[config.mk]
export PLATFORM = sky130hd
export DESIGN_NAME = amtg_ingress
export DESIGN_NICKNAME = d
export VERILOG_FILES = /design/src/pkg/amtg_pkg.sv /design/src/core/amtg_ingress.sv
export SDC_FILE = /design/constraint.sdc
export NUM_CORES = 1
export LEC_CHECK = 0
export BUFFER_PORTS_ARGS = -buffer_cell sky130_fd_sc_hd__buf_4
export CORE_AREA = 3 3 244 246
export CTS_CLUSTER_SIZE = 28
export DETAILED_ROUTE_END_ITERATION = 10
export DIE_AREA = 0 0 247 249
export GPL_TIMING_DRIVEN = 0
export PLACE_DENSITY = 0.78
export SLEW_MARGIN = 0
export SYNTH_ARGS = -nofsm -noshare
export SYNTH_HDL_FRONTEND = slang
export SYNTH_SLANG_ARGS = --single-unit
[constraint.sdc]
create_clock -name core_clk_in -period 5.7 [get_ports core_clk_in]
set_input_delay 0.855 -clock core_clk_in [delete_from_list [all_inputs] [get_ports core_clk_in]]
set_output_delay 0.855 -clock core_clk_in [all_outputs]
set_load 0.1 [all_outputs]
[src/pkg/amtg_pkg.sv]
/*
 * Shared constants and carriers for the memory ingress router: register map,
 * field positions, reset values, queue depth and the command and route structs.
 * Assumes one clock domain and a register bus of AXI4-Lite with 32-bit data.
 */
package amtg_pkg;

  localparam int ADDR_W = 33;
  localparam int TAG_W = 6;
  localparam int LEN_W = 4;
  localparam int PORT_W = 4;
  localparam int BURST_LSB = 5;
  localparam int Q_DEPTH = 12;
  localparam int CNT_W = 4;

  localparam logic [CNT_W-1:0] Q_DEPTH_C = 4'hC;

  // Register byte addresses.
  localparam logic [7:0] REG_CTRL = 8'h00;
  localparam logic [7:0] REG_STATUS = 8'h04;
  localparam logic [7:0] REG_ISSUED = 8'h08;
  localparam logic [7:0] REG_LAST_ROUTE = 8'h0C;

  // Control fields and reset value.
  localparam int CTRL_GLOBAL_BIT = 0;
  localparam int CTRL_REORDER_BIT = 1;
  localparam logic [1:0] CTRL_RESET = 2'h0;

  // Last route fields.
  localparam int ROUTE_PORT_LSB = 0;
  localparam int ROUTE_STACK_BIT = 4;
  localparam int ROUTE_SWITCH_BIT = 5;

  localparam logic [1:0] RESP_OKAY = 2'h0;
  localparam logic [1:0] RESP_SLVERR = 2'h2;

  typedef struct packed {
    logic write;
    logic [TAG_W-1:0] transaction_tag_field;
    logic [ADDR_W-1:0] addr;
    logic [LEN_W-1:0] len;
    logic [1:0] burst;
  } amtg_cmd_t;

  typedef struct packed {
    amtg_cmd_t cmd;
    logic stack;
    logic [PORT_W-1:0] port;
    logic via_switch;
  } amtg_route_t;

endpackage : amtg_pkg

[src/core/amtg_ingress.sv]
/*
 * Ingress port of the memory subsystem: takes commands from a traffic master,
 * holds them in a twelve-entry ordering queue, routes each one either through
 * the global switch or straight to the home pseudo channel, and exposes control
 * and status over AXI4-Lite.
 * Assumes the master keeps its own pacing and address rules, and that the
 * controller side accepts a routed command whenever mc_ready_in is high.
 */
`timescale 1ns/1ps
module amtg_ingress
  import amtg_pkg::*;
#(
  parameter logic HOME_STACK = 1'b0,
  parameter logic [PORT_W-1:0] HOME_PORT = 4'h0
) (
  // Clock and reset.
  input wire logic core_clk_in,
  input wire logic rst_n_in,
  // Command ingress from the traffic master.
  input wire logic cmd_valid_in,
  input wire amtg_cmd_t cmd_in,
  output logic cmd_ready_out,
  // Routed command toward the controller.
  output logic mc_valid_out,
  output amtg_route_t mc_route_out,
  input wire logic mc_ready_in,
  // AXI4-Lite register slave.
  input wire logic [7:0] s_awaddr_in,
  input wire logic s_awvalid_in,
  output logic s_awready_out,
  input wire logic [31:0] s_wdata_in,
  input wire logic [3:0] s_wstrb_in,
  input wire logic s_wvalid_in,
  output logic s_wready_out,
  output logic [1:0] s_bresp_out,
  output logic s_bvalid_out,
  input wire logic s_bready_in,
  input wire logic [7:0] s_araddr_in,
  input wire logic s_arvalid_in,
  output logic s_arready_out,
  output logic [31:0] s_rdata_out,
  output logic [1:0] s_rresp_out,
  output logic s_rvalid_out,
  input wire logic s_rready_in
);

  ////////////////////////////////////////////////////////////////////////////
  // Ordering queue and routing.

  amtg_cmd_t q_reg [Q_DEPTH];
  amtg_cmd_t q_next [Q_DEPTH];
  logic [CNT_W-1:0] cnt_reg, cnt_next, cnt_mid;
  logic cmd_ready_reg, cmd_ready_next;
  logic mc_valid_reg, mc_valid_next;
  amtg_route_t mc_route_reg, mc_route_next;
  logic [31:0] issued_reg, issued_next;
  logic [1:0] ctrl_reg, ctrl_next;
  logic sel_found, take, accept, ok;
  logic [CNT_W-1:0] sel_idx;

  wire logic global_en = ctrl_reg[CTRL_GLOBAL_BIT];
  wire logic reorder_en = ctrl_reg[CTRL_REORDER_BIT];

  function automatic logic conflict(input amtg_cmd_t older, input amtg_cmd_t younger);
    logic same_tag;
    logic same_burst;
    same_tag = older.transaction_tag_field == younger.transaction_tag_field;
    same_burst = older.addr[ADDR_W-1:BURST_LSB] == younger.addr[ADDR_W-1:BURST_LSB];
    conflict = same_tag || (same_burst && (older.write != younger.write));
  endfunction : conflict

  always_comb begin
    sel_found = 1'b0;
    sel_idx = '0;
    ok = 1'b0;
    // The oldest eligible entry wins, so starvation is bounded by queue depth.
    for (int i = 0; i < Q_DEPTH; i++) begin
      if (!sel_found && (i < int'(cnt_reg))) begin
        ok = (i == 0) || reorder_en;
        for (int j = 0; j < Q_DEPTH; j++) begin
          if ((j < i) && conflict(q_reg[j], q_reg[i])) begin
            ok = 1'b0;
          end
        end
        if (ok) begin
          sel_found = 1'b1;
          sel_idx = CNT_W'(i);
        end
      end
    end
  end

  always_comb begin
    q_next = q_reg;
    take = sel_found && (!mc_valid_reg || mc_ready_in);
    accept = cmd_valid_in && cmd_ready_reg;
    mc_valid_next = mc_valid_reg && !mc_ready_in;
    mc_route_next = mc_route_reg;
    issued_next = issued_reg;
    cnt_mid = cnt_reg;
    if (take) begin
      for (int i = 0; i < Q_DEPTH - 1; i++) begin
        if (i >= int'(sel_idx)) begin
          q_next[i] = q_reg[i + 1];
        end
      end
      cnt_mid = cnt_reg - 4'h1;
      mc_valid_next = 1'b1;
      issued_next = issued_reg + 32'h1;
      mc_route_next.cmd = q_reg[sel_idx];
      if (global_en) begin
        mc_route_next.stack = q_reg[sel_idx].addr[ADDR_W-1];
        mc_route_next.port = q_reg[sel_idx].addr[ADDR_W-2 -: PORT_W];
        mc_route_next.via_switch = 1'b1;
      end else begin
        mc_route_next.stack = HOME_STACK;
        mc_route_next.port = HOME_PORT;
        mc_route_next.via_switch = 1'b0;
      end
    end
    if (accept) begin
      q_next[cnt_mid] = cmd_in;
    end
    cnt_next = cnt_mid + CNT_W'(accept);
    // Ready is registered, so it reflects the fill level after this edge.
    cmd_ready_next = cnt_next != Q_DEPTH_C;
  end

  always_ff @(posedge core_clk_in or negedge rst_n_in) begin
    if (!rst_n_in) begin
      for (int i = 0; i < Q_DEPTH; i++) begin
        q_reg[i] <= '0;
      end
      cnt_reg <= '0;
      cmd_ready_reg <= 1'b0;
      mc_valid_reg <= 1'b0;
      mc_route_reg <= '0;
      issued_reg <= '0;
    end else begin
      q_reg <= q_next;
      cnt_reg <= cnt_next;
      cmd_ready_reg <= cmd_ready_next;
      mc_valid_reg <= mc_valid_next;
      mc_route_reg <= mc_route_next;
      issued_reg <= issued_next;
    end
  end

  assign cmd_ready_out = cmd_ready_reg;
  assign mc_valid_out = mc_valid_reg;
  assign mc_route_out = mc_route_reg;

  ////////////////////////////////////////////////////////////////////////////
  // AXI4-Lite slave.

  logic aw_held_reg, aw_held_next, w_held_reg, w_held_next;
  logic [7:0] awaddr_reg, awaddr_next;
  logic [31:0] wdata_reg, wdata_next;
  logic [3:0] wstrb_reg, wstrb_next;
  logic bvalid_reg, bvalid_next, rvalid_reg, rvalid_next;
  logic [1:0] bresp_reg, bresp_next, rresp_reg, rresp_next;
  logic [31:0] rdata_reg, rdata_next;
  logic aw_take, w_take, ar_take, do_write;
  logic awready_reg, awready_next, wready_reg, wready_next, arready_reg, arready_next;

  always_comb begin
    aw_take = s_awvalid_in && !aw_held_reg && !bvalid_reg;
    w_take = s_wvalid_in && !w_held_reg && !bvalid_reg;
    ar_take = s_arvalid_in && !rvalid_reg;
    aw_held_next = aw_held_reg || aw_take;
    w_held_next = w_held_reg || w_take;
    awaddr_next = aw_take ? s_awaddr_in : awaddr_reg;
    wdata_next = w_take ? s_wdata_in : wdata_reg;
    wstrb_next = w_take ? s_wstrb_in : wstrb_reg;
    do_write = aw_held_reg && w_held_reg;
    bvalid_next = bvalid_reg && !s_bready_in;
    bresp_next = bresp_reg;
    ctrl_next = ctrl_reg;
    if (do_write) begin
      aw_held_next = 1'b0;
      w_held_next = 1'b0;
      bvalid_next = 1'b1;
      bresp_next = RESP_OKAY;
      if (awaddr_reg == REG_CTRL) begin
        if (wstrb_reg[0]) begin
          ctrl_next = wdata_reg[1:0];
        end
      end else if (awaddr_reg != REG_STATUS && awaddr_reg != REG_ISSUED
                   && awaddr_reg != REG_LAST_ROUTE) begin
        bresp_next = RESP_SLVERR;
      end
    end
    rvalid_next = rvalid_reg && !s_rready_in;
    rdata_next = rdata_reg;
    rresp_next = rresp_reg;
    if (ar_take) begin
      rvalid_next = 1'b1;
      rresp_next = RESP_OKAY;
      unique case (s_araddr_in)
        REG_CTRL: rdata_next = {30'h0, ctrl_reg};
        REG_STATUS: rdata_next = {28'h0, cnt_reg};
        REG_ISSUED: rdata_next = issued_reg;
        REG_LAST_ROUTE: rdata_next = {26'h0, mc_route_reg.via_switch,
                                      mc_route_reg.stack, mc_route_reg.port};
        default: begin
          rdata_next = 32'h0;
          rresp_next = RESP_SLVERR;
        end
      endcase
    end
    // Readies are registered from the next state, so they match the held flags each cycle.
    awready_next = !aw_held_next && !bvalid_next;
    wready_next = !w_held_next && !bvalid_next;
    arready_next = !rvalid_next;
  end

  always_ff @(posedge core_clk_in or negedge rst_n_in) begin
    if (!rst_n_in) begin
      aw_held_reg <= 1'b0;
      w_held_reg <= 1'b0;
      awaddr_reg <= '0;
      wdata_reg <= '0;
      wstrb_reg <= '0;
      bvalid_reg <= 1'b0;
      bresp_reg <= RESP_OKAY;
      rvalid_reg <= 1'b0;
      rdata_reg <= '0;
      rresp_reg <= RESP_OKAY;
      ctrl_reg <= CTRL_RESET;
      awready_reg <= 1'b1;
      wready_reg <= 1'b1;
      arready_reg <= 1'b1;
    end else begin
      aw_held_reg <= aw_held_next;
      w_held_reg <= w_held_next;
      awaddr_reg <= awaddr_next;
      wdata_reg <= wdata_next;
      wstrb_reg <= wstrb_next;
      bvalid_reg <= bvalid_next;
      bresp_reg <= bresp_next;
      rvalid_reg <= rvalid_next;
      rdata_reg <= rdata_next;
      rresp_reg <= rresp_next;
      ctrl_reg <= ctrl_next;
      awready_reg <= awready_next;
      wready_reg <= wready_next;
      arready_reg <= arready_next;
    end
  end

  // Every bus output is a flop, so no combinational path reaches the pins.
  assign s_awready_out = awready_reg;
  assign s_wready_out = wready_reg;
  assign s_arready_out = arready_reg;
  assign s_bvalid_out = bvalid_reg;
  assign s_bresp_out = bresp_reg;
  assign s_rvalid_out = rvalid_reg;
  assign s_rdata_out = rdata_reg;
  assign s_rresp_out = rresp_reg;

  ////////////////////////////////////////////////////////////////////////////
  // Assertions.

  property p_stack_sel;
    @(posedge core_clk_in) disable iff (!rst_n_in)
    (take && global_en) |=> (mc_route_out.stack == mc_route_out.cmd.addr[ADDR_W-1]);
  endproperty
  a_stack_sel: assert property (p_stack_sel) else $error("Stack select mismatch.");

  property p_port_sel;
    @(posedge core_clk_in) disable iff (!rst_n_in)
    (take && global_en) |=> (mc_route_out.via_switch
      && mc_route_out.port == mc_route_out.cmd.addr[ADDR_W-2 -: PORT_W]);
  endproperty
  a_port_sel: assert property (p_port_sel) else $error("Switch port mismatch.");

  property p_bypass;
    @(posedge core_clk_in) disable iff (!rst_n_in)
    (take && !global_en) |=> (!mc_route_out.via_switch && mc_route_out.port == HOME_PORT
      && mc_route_out.stack == HOME_STACK);
  endproperty
  a_bypass: assert property (p_bypass) else $error("Bypass route wrong.");

  property p_head_only;
    @(posedge core_clk_in) disable iff (!rst_n_in)
    (take && !reorder_en) |-> (sel_idx == 4'h0)
      ##1 (mc_valid_out && mc_route_out.cmd == $past(q_reg[0]));
  endproperty
  a_head_only: assert property (p_head_only) else $error("Out of order issue.");

  property p_no_overtake;
    @(posedge core_clk_in) disable iff (!rst_n_in)
    (take && sel_idx != 4'h0) |-> (reorder_en && !conflict(q_reg[0], q_reg[sel_idx]));
  endproperty
  a_no_overtake: assert property (p_no_overtake) else $error("Dependency overtaken.");

  property p_full_stall;
    @(posedge core_clk_in) disable iff (!rst_n_in)
    (cnt_reg == Q_DEPTH_C) |-> !cmd_ready_out;
  endproperty
  a_full_stall: assert property (p_full_stall) else $error("Ready while full.");

  property p_write_resp;
    @(posedge core_clk_in) disable iff (!rst_n_in)
    (aw_held_reg && w_held_reg) |=> s_bvalid_out && !s_awready_out;
  endproperty
  a_write_resp: assert property (p_write_resp) else $error("Missing write response.");

  property p_read_resp;
    @(posedge core_clk_in) disable iff (!rst_n_in)
    (s_arvalid_in && s_arready_out) |=> s_rvalid_out [*1] ##0 !s_arready_out;
  endproperty
  a_read_resp: assert property (p_read_resp) else $error("Missing read data.");

endmodule : amtg_ingress

==> impl_metrics.py <==
metrics = {
    "clock_tree": {
        "cts.sink_count": 696,
        "cts_htree_levels": 3,
        "clk_root_buffer_cell": "sky130_fd_sc_hd__clkbuf_16",
        "ctsLongestPathBuffers": 3,
        "number_of_gates_resized_after_cts": 0,
        "cts_clock_pin_slew_for_the_worst_setup_and_hold_paths_ns": 0.06,
        "insertion_delay_ns": 0.63,
        "cts_inserted_buffers": 74,
        "tritoncts": "done",
        "post_cts_buffers": 0,
    },
    "global_route": {
        "grt_usage": 0.2905,
        "grt_pass1_wl_um": 139100,
        "number_of_antenna_violations_at_the_first_check_in_global_routing": 0,
        "grt_overflow_total": 0,
        "grt_max_degree": 119,
        "vias_in_the_first_global_route": 24700,
    },
    "detailed_routing": {
        "detail_route.wirelength_um": 88830,
        "vias": 24310,
        "vias_per_cell": 5.649,
        "average_wire_per_standard_cell_um": 20.64,
        "firstDrtPassIters": 6,
        "drtIter0Drc": 1953,
        "detail-route-antenna-nets": 0,
        "remaining_drc_errors": 0,
    },
    "placement": {
        "pre_cts_ws_ns": 0.007840,
        "port-buffer-count": 165,
        "post-dp-hpwl_um": 62980,
        "dpl_cells": 4176,
        "finalWeightedCongestion": 0.9035,
    },
    "sta": {
        "max-slew-margin-rel": 0.2230,
        "worst_pin_slew_ns": 1.165,
        "finalWorstPathRequiredPeriod_ns": 5.755,
        "slew_viols_final": 0,
        "hold_slack_ns": 0.2385,
        "setup_viol_count_final": 9,
        "final-hold-violation-count": 0,
        "fin_worst_skew_ns": 0.02784,
        "final.setup.worst_slack_ns": -0.05477,
        "rsz0062_at_grt": "no",
        "final.period_utilization": 1.010,
        "fmax_ghz": 0.1738,
    },
    "synthesis": {
        "yosysSeqAreaShare": 0.5079,
        "dominantRegCellSynth": "sky130_fd_sc_hd__dfrtp_1",
        "synth_cell_types": 56,
        "syn-mean-instance-area_sq_um": 10.59,
        "postSynth.asyncResetShare": 1.000,
        "ys.warnings.count": 0,
        "number_of_flops_mapped_to_enable_cells_by_yosys": 0,
        "post_synth_instance_area_sq_um": 34300,
        "synth_cells": 3239,
        "postSynthRegisterBits": 696,
    },
    "setup_path": {
        "worstSetupStartpointType": "flop",
        "path_class": "flop to flop",
        "critPathBufInv": 4,
        "critical_path.cell_chain": "xor2_1 -> nor4_1 -> nand3_1 -> nor4_1 -> or4_1 -> buf_2 -> a21o_1 -> buf_2 -> clkbuf_1 -> clkbuf_1 -> nand2_1 -> nand2_1 -> mux2_2",
        "worst_path_max_delay_cell": "sky130_fd_sc_hd__clkbuf_1",
        "required_ns": 6.25,
        "arrival_time_reported_for_the_critical_path_endpoint_ns": 6.31,
        "critPathMaxFanout": 19,
        "path_delay_family": "buffers and inverters",
        "cp_slowest_stage_delay_ns": 0.91,
        "rrSetupSlack_ns": -0.05,
        "worstSetupEndpointType": "flop",
    },
    "floorplan": {
        "design.die.area_sq_um": 61500,
        "core_region_area_sq_um": 57590,
        "io_pins": 202,
        "floorplan.die.height_um": 249,
        "placement_rows": 88,
        "initial_utilization": 0.5956,
        "die_width_um": 247,
    },
    "outcome": {
        "outcome": "complete, but fails checks",
        "violations": "setup timing",
    },
    "cells_and_area": {
        "largest_reg_flops": 506,
        "drive_gt1_frac": 0.2829,
        "nNetsFinal": 3598,
        "stdcell_count": 4303,
        "layout_common_cells": "sky130_fd_sc_hd__nand2_1 (1,203), sky130_fd_sc_hd__dfrtp_1 (693), sky130_fd_sc_hd__mux2_2 (547), sky130_fd_sc_hd__buf_4 (181), sky130_fd_sc_hd__clkbuf_1 (167)",
        "antenna-diode-count": 0,
        "mostFrequentLayoutCell": "sky130_fd_sc_hd__nand2_1",
        "final.fill_count": 4283,
        "area_delta_synth_final_pct": 14.31,
    },
    "pwr": {
        "powerDensity_nw_per_um2": 567.4,
        "post-layout-total-power_uw": 22240,
        "peakVddDrop_mv": 0.4840,
        "static-leakage-power_uw": 0.02012,
    },
    "hold_path": {
        "worstHoldPathType": "input pin to asynchronous set/reset pin",
    },
    "flow_run": {
        "drv_cap": 0,
    },
}
-- routing by layer --
layer | GRT usage | vias up | part of all wire
met2 | 0.4728 | 726 | 0.48
met4 | 0.1275 | 0 | 0.043
met5 | 0 | - | 0
met1 | 0.3885 | 12190 | 0.42
met3 | 0.04263 | 199 | 0.055
li1 | - | 11190 | -
-- logic make-up (layout without fill, tap and decap cells) --
family,after synthesis,in the layout,share of synthesized area
other cells,1,2,0.0001093
compound gates,112,112,0.02287
xor+xnor,104,104,0.02656
simple gates,1329,1329,0.1543
mux,748,748,0.2533
fa+ha+maj,5,5,0.001824
flops,696,696,0.5079
buf+inv,244,542,0.03313
-- layout make-up --
class / count / area, sq um / area share
clock inverter: 25 / 417.9 / 0.01066
sequential: 696 / 17420 / 0.4443
clock buffer: 103 / 2122 / 0.05413
timing repair buffer: 171 / 1411 / 0.03600
tap: 765 / 957.2 / 0.02441
buffer: 231 / 1087 / 0.02773
inverter: 12 / 45.04 / 0.001149
multi-input combinational: 2300 / 15740 / 0.4016
-- worst paths after layout --
kind | from | endpoint | cells past startpoint
setup / recovery | q_reg[435] | q_reg[283] | 13
hold / removal | rst_n_in | issued_reg[18] | 1
min in group core_clk_in | s_wvalid_in | s_wready_out | 2
max in group asynchronous | rst_n_in | q_reg[106] | 3
hold reg to reg | aw_held_reg | s_awready_out | 1
setup reg to reg | q_reg[435] | q_reg[283] | 13
-- power breakdown --
part           switching (uW)  total (uW)  internal (uW)  leakage, uW
Clock                    2000        5060           3060      0.00124
Combinational            5150        8970           3820      0.00988
Sequential               1280        8220           6940      0.00901
Total                    8440       22200          13800       0.0201
-- metrics by stage --
stage / setup TNS, ns / cell area [sq um] / util
finish: -0.2901 / 39210 / 0.6808
CTS: 0 / 39210 / 0.6808
floorplan: 0 / 34300 / -
global placement: -2772.83 / 36500 / 0.6338
detailed placement: 0 / 36670 / 0.6368
global route: 0 / 39210 / 0.6808
-- Yosys cell counts, drive strengths merged (2+ instances only) --
library cell | instances | area, sq um
a2111oi | 2 | 30.03
a211oi | 4 | 30.03
a21o | 2 | 15.01
a21oi | 11 | 55.05
a22o | 28 | 245.2
a22oi | 2 | 15.01
a31oi | 4 | 55.05
and3 | 7 | 43.79
and4 | 4 | 35.03
buf | 78 | 513.0
clkbuf | 154 | 578.1
dfrtp | 693 | 17340
dfstp | 3 | 78.83
ha | 5 | 62.56
inv | 12 | 45.04
mux2 | 695 | 8127
mux2i | 51 | 514.2
mux4 | 2 | 45.04
nand2 | 1204 | 4522
nand2b | 9 | 56.30
nand3 | 24 | 132.6
nand4 | 18 | 112.6
nor2 | 28 | 150.1
nor2b | 2 | 12.51
nor3 | 7 | 35.03
nor3b | 4 | 46.29
nor4 | 13 | 81.33
o21a | 2 | 15.01
o21ai | 51 | 255.2
or4 | 4 | 30.03
xnor2 | 52 | 455.4
xor2 | 52 | 455.4
-- timing repair --
action,4_1_cts,5_1_grt
hold endpoints to repair,0,0
hold buffers,0,0
setup endpoints to repair,1,0
(Power assumes the default switching activity.)
